--- config.mk ---
export PLATFORM = sky130hd
export DESIGN_NAME = pmc_top
export DESIGN_NICKNAME = d
export VERILOG_FILES = /design/src/verilog/pmc_top.v /design/src/verilog/pmc_debounce.v
export VERILOG_INCLUDE_DIRS = /design/src /design/src/inc
export SDC_FILE = /design/constraint.sdc
export NUM_CORES = 1
export LEC_CHECK = 0
export BUFFER_PORTS_ARGS = -buffer_cell sky130_fd_sc_hd__buf_2
export CORE_UTILIZATION = 30
export DETAILED_ROUTE_END_ITERATION = 6
export GPL_TIMING_DRIVEN = 0
export PLACE_DENSITY = 0.54
export SLEW_MARGIN = 10
export SYNTH_ARGS = -nofsm -noshare
export SYNTH_HDL_FRONTEND = slang
export SYNTH_HIERARCHICAL = 1
export SYNTH_SLANG_ARGS = --single-unit
--- constraint.sdc ---
create_clock -name clk -period 2.1 [get_ports clk]
set_input_delay 0.21 -clock clk [delete_from_list [all_inputs] [get_ports clk]]
set_output_delay 0.21 -clock clk [all_outputs]
set_load 0.01 [all_outputs]
--- src/inc/pmc_map.vh ---
// pmc_map.vh: constants for the power manager control pin block
// assumes a 125 MHz core clock and an 8 ns period
`ifndef PMC_MAP_VH
`define PMC_MAP_VH

// clock rate in kHz
`define PMC_CLK_KHZ        125000
// crowbar pulse length in microseconds and its cycle count
`define PMC_CB_PULSE_US    1000
`define PMC_CB_PULSE_CYC   ((`PMC_CB_PULSE_US * `PMC_CLK_KHZ) / 1000)
// debounce filter length in cycles
`define PMC_DEB_CYC        8'h10
// sync/data clock: 500 kHz, 250 cycles per period
`define PMC_SD_PERIOD_CYC  8'hfa
// sync pulse low 25 percent, data zero low 75 percent of the period
`define PMC_SD_SYNC_CYC    8'h3e
`define PMC_SD_ZERO_CYC    8'hbb
// point in the period where a returned bit is sampled
`define PMC_SD_SAMPLE_CYC  8'h7d
// width of the sense sample word
`define PMC_ADC_W          10
// number of converter groups and remote enable inputs
`define PMC_NGRP           4
`define PMC_NINT           4
// sequencer states, one-hot
`define PMC_ST_OFF         4'h1
`define PMC_ST_RUN         4'h2
`define PMC_ST_SHUT        4'h4
`define PMC_ST_HOLD        4'h8

`endif

--- src/verilog/pmc_top.v ---
// pmc_top.v: pin level supervisory logic of the power manager
// assumes pins are asynchronous; config/status bits are plain ports
`include "pmc_map.vh"
`default_nettype none
module pmc_top #(
  parameter CB_PULSE_CYC = `PMC_CB_PULSE_CYC  // crowbar pulse length in cycles
) (
  // clock and reset
  input  wire        clk,
  input  wire        arst_n,
  // supervisory pins, active low
  input  wire        mains_fail_in_n,
  input  wire        soft_shutdown_in_n,
  input  wire        cold_reset_in_n,
  input  wire [3:0]  remote_enable_in_n,
  // address straps
  input  wire        host_addr_strap_0,
  input  wire        host_addr_strap_1,
  input  wire        host_addr_strap_2,
  // group ok open-drain lines, a..d in bits 0..3
  input  wire [3:0]  group_ok_line_in,
  output reg  [3:0]  group_ok_line_out,
  output reg  [3:0]  group_ok_line_oe,
  // sync/data open-drain line
  input  wire        sync_data_line_in,
  output reg         sync_data_line_out,
  output reg         sync_data_line_oe,
  // bus voltage sense sample from the converter
  input  wire [9:0]  bus_voltage_sense,
  // configuration
  input  wire [15:0] int_group_map,
  input  wire        auto_turn_on,
  input  wire [9:0]  ovp_threshold,
  input  wire [3:0]  group_force_off,
  input  wire        tx_bit,
  // outputs and status
  output reg         front_end_enable,
  output reg         crowbar_trigger,
  output reg  [6:0]  host_addr,
  output reg  [3:0]  group_enable,
  output reg  [3:0]  group_fault,
  output reg  [9:0]  intermediate_bus_voltage,
  output reg         rx_bit,
  output reg         rx_strobe,
  output reg  [3:0]  seq_state
);
  localparam ST_OFF  = `PMC_ST_OFF;
  localparam ST_RUN  = `PMC_ST_RUN;
  localparam ST_SHUT = `PMC_ST_SHUT;
  localparam ST_HOLD = `PMC_ST_HOLD;

  wire [8:0] raw_in;       // ok line, remote enable and mains pins, one debouncer each
  wire [8:0] flt;          // filtered levels
  wire       mains_ok;     // mains present
  wire       soft_rel;     // soft shutdown released
  wire       cold_n;       // filtered cold reset
  wire [3:0] int_rel;      // interrupt inputs released
  wire [3:0] ok_hi;        // ok lines high
  reg  [1:0] cold_q;       // cold reset held-state pipe
  reg  [3:0] int_off;      // groups held off by interrupts
  reg  [1:0] seq_idx;      // group index for sequenced turn-off
  reg  [31:0] cb_cnt;      // crowbar pulse counter
  reg  [7:0] sd_cnt;       // sync/data period counter
  reg        sd_bit;       // bit latched for this period
  reg        sd_a;         // sync/data first stage
  reg        sd_b;         // sync/data second stage
  reg  [2:0] strap_a;      // strap first stage
  reg  [2:0] strap_b;      // strap second stage
  reg        strap_taken;  // address latched after release
  integer    g;            // loop index

  // our own pull is masked before the filter: a line we release would
  // otherwise read low for a whole filter time and look like a fault
  assign raw_in = {group_ok_line_in | group_ok_line_oe, remote_enable_in_n,
                   mains_fail_in_n} ;

  // one filter per pin
  genvar i;
  generate
    for (i = 0; i < 9; i = i + 1) begin : g_deb
      pmc_debounce u_deb (
        .clk    (clk),
        .arst_n (arst_n),
        .pin    (raw_in[i]),
        .level  (flt[i])
      );
    end
  endgenerate

  pmc_debounce u_deb_soft (
    .clk    (clk),
    .arst_n (arst_n),
    .pin    (soft_shutdown_in_n),
    .level  (soft_rel)
  );

  pmc_debounce u_deb_cold (
    .clk    (clk),
    .arst_n (arst_n),
    .pin    (cold_reset_in_n),
    .level  (cold_n)
  );

  assign mains_ok = flt[0];
  assign int_rel  = flt[4:1];
  assign ok_hi    = flt[8:5];

  // cold reset: a filtered low restarts the sequencer and strap sampling and blocks a new crowbar pulse; a running pulse, sense and sync/data logic run on
  always @(posedge clk or negedge arst_n) begin
    if (!arst_n) begin
      cold_q <= 2'b00;
    end else begin
      cold_q <= {cold_q[0], cold_n};
    end
  end

  // strap address sampled through two flops once after reset release
  always @(posedge clk or negedge arst_n) begin
    if (!arst_n) begin
      strap_a     <= 3'h7;
      strap_b     <= 3'h7;
      strap_taken <= 1'b0;
      host_addr   <= 7'h50;
    end else begin
      strap_a <= {host_addr_strap_2, host_addr_strap_1, host_addr_strap_0};
      strap_b <= strap_a;
      if (!cold_q[1]) begin
        strap_taken <= 1'b0;  // resample after a cold start
      end else if (!strap_taken) begin
        strap_taken <= 1'b1;
        host_addr   <= {3'h5, strap_b, 1'b0};
      end
    end
  end

  // power sequencer, interrupt gating, ok line sensing and driving
  always @(posedge clk or negedge arst_n) begin
    if (!arst_n) begin
      seq_state         <= ST_OFF;
      seq_idx           <= 2'h0;
      front_end_enable  <= 1'b0;
      group_enable      <= 4'h0;
      int_off           <= 4'h0;
      group_fault       <= 4'h0;
      group_ok_line_out <= 4'h0;
      group_ok_line_oe  <= 4'h0;
    end else if (!cold_q[1]) begin
      seq_state         <= ST_OFF;
      seq_idx           <= 2'h0;
      front_end_enable  <= 1'b0;
      group_enable      <= 4'h0;
      int_off           <= 4'h0;
      group_fault       <= 4'h0;
      group_ok_line_oe  <= 4'h0;
    end else begin
      // each held interrupt forces its mapped groups off
      for (g = 0; g < 4; g = g + 1) begin
        int_off[g] <= (!int_rel[0] & int_group_map[g])
                    | (!int_rel[1] & int_group_map[4 + g])
                    | (!int_rel[2] & int_group_map[8 + g])
                    | (!int_rel[3] & int_group_map[12 + g]);
      end
      // a low ok line we are not driving ourselves is a fault report
      group_fault <= ~ok_hi & ~group_ok_line_oe;
      group_ok_line_out <= 4'h0;
      group_ok_line_oe  <= group_force_off | ~group_enable;
      case (seq_state)
        ST_OFF: begin
          front_end_enable <= 1'b0;
          group_enable     <= 4'h0;
          if (mains_ok && soft_rel && auto_turn_on && !crowbar_trigger) begin
            seq_state <= ST_RUN;
          end
        end
        ST_RUN: begin
          front_end_enable <= 1'b1;
          group_enable     <= ~int_off;
          if (!mains_ok || crowbar_trigger) begin
            seq_state    <= ST_HOLD;
            group_enable <= 4'h0;
          end else if (!soft_rel) begin
            seq_state <= ST_SHUT;
            seq_idx   <= 2'h3;
          end
        end
        ST_SHUT: begin
          group_enable[seq_idx] <= 1'b0;
          if (!mains_ok) begin
            seq_state <= ST_HOLD;
          end else if (seq_idx == 2'h0) begin
            seq_state <= ST_HOLD;
          end else begin
            seq_idx <= seq_idx - 2'h1;
          end
        end
        ST_HOLD: begin
          group_enable     <= 4'h0;
          front_end_enable <= 1'b0;
          if (mains_ok && soft_rel) begin
            seq_state <= ST_OFF;
          end
        end
        default: begin
          seq_state <= ST_OFF;
        end
      endcase
    end
  end

  // sense sampling and crowbar pulse
  always @(posedge clk or negedge arst_n) begin
    if (!arst_n) begin
      intermediate_bus_voltage <= 10'h000;
      crowbar_trigger          <= 1'b0;
      cb_cnt                   <= 32'h0;
    end else begin
      intermediate_bus_voltage <= bus_voltage_sense;
      if (crowbar_trigger) begin
        if (cb_cnt == CB_PULSE_CYC - 1) begin
          crowbar_trigger <= 1'b0;
        end else begin
          cb_cnt <= cb_cnt + 32'h1;
        end
      end else if (bus_voltage_sense > ovp_threshold && cold_q[1]) begin
        crowbar_trigger <= 1'b1;
        cb_cnt          <= 32'h0;
      end
    end
  end

  // sync/data master clock: low pulse each period, long for a zero
  always @(posedge clk or negedge arst_n) begin
    if (!arst_n) begin
      sd_cnt             <= 8'h00;
      sd_bit             <= 1'b1;
      sd_a               <= 1'b1;
      sd_b               <= 1'b1;
      sync_data_line_out <= 1'b0;
      sync_data_line_oe  <= 1'b0;
      rx_bit             <= 1'b1;
      rx_strobe          <= 1'b0;
    end else begin
      sd_a      <= sync_data_line_in;
      sd_b      <= sd_a;
      rx_strobe <= 1'b0;
      sync_data_line_out <= 1'b0;
      if (sd_cnt == `PMC_SD_PERIOD_CYC - 8'h01) begin
        sd_cnt <= 8'h00;
        sd_bit <= tx_bit;
      end else begin
        sd_cnt <= sd_cnt + 8'h01;
      end
      sync_data_line_oe <= (sd_cnt < `PMC_SD_SYNC_CYC)
                         | (!sd_bit & (sd_cnt < `PMC_SD_ZERO_CYC));
      if (sd_cnt == `PMC_SD_SAMPLE_CYC) begin
        rx_bit    <= sd_b;
        rx_strobe <= 1'b1;
      end
    end
  end
endmodule
`default_nettype wire

--- src/verilog/pmc_debounce.v ---
// pmc_debounce.v: two-flop synchroniser plus stable-count filter
// assumes the input is asynchronous to clk; output resets high (idle)
`include "pmc_map.vh"
`default_nettype none
module pmc_debounce (
  // clock and reset
  input  wire clk,
  input  wire arst_n,
  // raw pin and filtered level
  input  wire pin,
  output reg  level
);
  reg       sync_a;  // first synchroniser stage
  reg       sync_b;  // second synchroniser stage
  reg [7:0] cnt;     // cycles the new value has stood

  // synchronise, then accept a change only after it stands long enough
  always @(posedge clk or negedge arst_n) begin
    if (!arst_n) begin
      sync_a <= 1'b1;
      sync_b <= 1'b1;
      cnt    <= 8'h00;
      level  <= 1'b1;
    end else begin
      sync_a <= pin;
      sync_b <= sync_a;
      if (sync_b == level) begin
        cnt <= 8'h00;  // no change pending
      end else if (cnt == `PMC_DEB_CYC) begin
        level <= sync_b;  // change has been stable
        cnt   <= 8'h00;
      end else begin
        cnt <= cnt + 8'h01;
      end
    end
  end
endmodule
`default_nettype wire

==> impl_metrics.yaml <==
worst_setup_path:
  worstSetupPathType: "register to register"
  end_kind: "register"
  critPathMaxFanout: 10
  slowest_delay_ps: 430
  start_kind: "register"
  worst_path_max_delay_cell: "dfrtp_2"
  crit_family: "compound AO/OA/AOI/OAI gates"
  critPathRequiredTime_ps: 2510
  crit_path_cell_trace: "ha_4 > nor4bb_2 > and4_2 > a31o_4 > o21a_1 > buf_6 > a221o_1"
  path_buf_inv: 1
  arrival_ps: 2470
power:
  ir_drop_mv: 0.5348
  power_density_mw_per_mm2: 769.0
  p_leak_nw: 5.563
floorplanning:
  fp.dieH_um: 185.3
  start_util: 0.3074
  num_io_pins: 102
  row_count: 66
  die-area_mm2: 0.03433
  die_w_um: 185.3
  core_area_mm2: 0.03278
logic_synthesis:
  synth_edf_count: 0
  synth.largest_area_cell: "dfrtp_1"
  ys_top_cells_by_area: "dfrtp_1 (42%), dfstp_2 (11%), ha_1 (4.8%), nor2_1 (4.1%), nand3_1 (3.7%)"
  ys_seq_elements: 213
  synth-main-ff-cell: "dfrtp_1"
  synth-compound-area-share: 0.1117
  syn_area_mm2: 0.01008
  async_flop_share: 1.000
  synthMuxAreaShare: 0.02508
  synth_top_family_by_area: "simple AND/OR/NAND/NOR gates"
  ys_types: 60
  synth-xor-area-share: 0.04693
  yosysSeqAreaShare: 0.5344
  synth_area_per_cell_um2: 10.40
  synth_top_area_frac: 0.4197
  synth_fa_ha_area_frac: 0.04842
  yosysWarningCount: 6
  synth_cells: 969
  yosys.area_share.simple: 0.1880
detailed_routing:
  via_per_inst: 4.744
  first_pass_iters: 4
  drt_iter0_drc: 364
  route.antenna.remaining_nets: 0
  vias: 7572
  wl_um: 21620
  drc_errors: 0
  routedWlPerCell_um: 13.54
run:
  max_cap_viol_count: 0
place:
  dp.cells: 1512
  place_congestion: 0.8018
  dpl_worst_slack_ps: -526.9
  post_dp_cell_area_mm2: 0.01118
  numPortBuffers: 92
  hpwl_um: 15010
layout:
  multi_input_area_mm2: 0.004424
  utilization: 0.3867
  layout_commonest_cell: "dfrtp_1"
  area_growth_pct: 25.80
  layout.nets: 1232
  layout_common_cells: "dfrtp_1 (163), nor2_1 (110), buf_2 (94)"
  design_area_mm2: 0.01268
  drive_gt1_frac: 0.2452
  regArea_mm2: 0.005393
  nFillCells: 3242
  stdcell_count: 1596
  antennaDiodeCount: 0
timing:
  tightest_slew_ps: 672.0
  fmax_ghz: 0.4869
  fin_ws_ps: 46.34
  finClkSkew_ps: 10.61
  rsz0062_at_grt: "true"
  finalHoldViolations: 0
  layout_worst_path_cycle_share: 0.9779
  fin_crit_ps: 2054
  slew_headroom: 0.5513
  slew_viol_final: 0
  setup_viol: 0
  fin_tns_setup_ps: 0
clock_network:
  clock-sinks: 213
  cts_tree: "built"
  clock_path_buffers: 3
  clkLatencyLatePin_ps: 530
  cts_root_buffer: "clkbuf_16"
  path_clk_slew_ps: 60
  cts_made_buffers: 26
  htreeDepth: 1
status:
  status: "finished, final reports clean"
worst_hold_path:
  hold_class: "input pin to register"
global_route:
  grt_usage: 0.1283
  grt_overflow_total: 0
  grt_max_degree: 107
  antenna_found_initial: 0
  grt_first_pass_wirelength_um: 35910
  first_global_vias: 7330
-- report_power, final --
| group | switching [W] | internal, W |
|---|---|---|
| registers | 0.0000959 | 0.00422 |
| clock network | 0.00180 | 0.00310 |
| logic | 0.000285 | 0.000246 |
-- layout make-up --
type / count / area share
clock inverter: 16 / 0.01826
sequential: 213 / 0.4254
multi-input combinational: 654 / 0.3490
tap: 442 / 0.04362
buffer: 19 / 0.009771
inverter: 89 / 0.02665
clock buffer: 32 / 0.05784
timing repair buffer: 131 / 0.06948
-- per-stage QoR --
step | hold WS (ps) | total power, W
floorplan | -85.59 | 0.004634
global placement | 314.4 | 0.004864
detailed placement | 75.89 | 0.004884
CTS | 4.038 | 0.009945
global route | 16.85 | 0.01021
finish | 15.99 | 0.009749
-- cell families (layout without fill, tap and decap cells) --
group | count (synthesis) | after routing
XOR/XNOR | 54 | 54
multiplexers | 23 | 23
AO/OA/AOI/OAI | 178 | 178
buffers and inverters | 109 | 287
AND/OR/NAND/NOR | 351 | 351
other | 2 | 9
adder cells (fa/ha/maj) | 39 | 39
flip-flops | 213 | 213
-- flip-flops by register name (all words and copies together) (netlist names), 9 cells and up --
| register | flops |
|---|---|
| intermediate_bus_voltage | 10 |
| g_deb.u_deb/sync_a | 9 |
| cb_cnt | 32 |
| g_deb.u_deb/cnt | 72 |
| g_deb.u_deb/sync_b | 9 |
| g_deb.u_deb/level | 9 |
-- repair_timing --
action	4_1_cts	5_1_grt
setup buffers	2	4
hold buffers	31	0
gates resized for setup	18	20
endpoints found under the setup margin	32	26
pin swaps	2	4
endpoints found under the hold margin	201	0
-- worst min-delay path: cells and delay by family --
kind                   cells  cell delay (ps)
buffers and inverters      1              100
AO/OA/AOI/OAI              1               90
AND/OR/NAND/NOR            1              100
-- cell usage after synthesis (all sizes together), types with 18 or more instances --
master	n
inv	88
xor2	28
nand2	28
o21ai	72
a21oi	49
dfrtp	169
xnor2	26
or3	37
nand3	74
mux2	18
dfstp	44
nand4	25
ha	39
nor2	111
-- worst paths after layout --
path | startpoint | end | slack (ps) | depth (start not counted)
worst min-delay path | int_group_map[6] | int_off[2]$_DFF_PN0_ | 20 | 3
worst max-delay path | cb_cnt[1]$_DFFE_PN0P_ | cb_cnt[31]$_DFFE_PN0P_ | 50 | 7
worst max register to register | cb_cnt[1]$_DFFE_PN0P_ | cb_cnt[31]$_DFFE_PN0P_ | 50 | 7
worst min register to register | cold_q[0]$_DFF_PN0_ | cold_q[1]$_DFF_PN0_ | 350 | 0
min in group asynchronous | arst_n | cb_cnt[0]$_DFFE_PN0P_ | 110 | 2
max in group asynchronous | arst_n | sd_bit$_DFFE_PN1N_ | 1180 | 3
-- per-layer routing --
metal,wire (um),track usage
met5,0,0
met4,413,0.03603
met2,10100,0.2099
met3,725,0.02104
met1,10380,0.1738
Power figures use the tool's default switching activity.
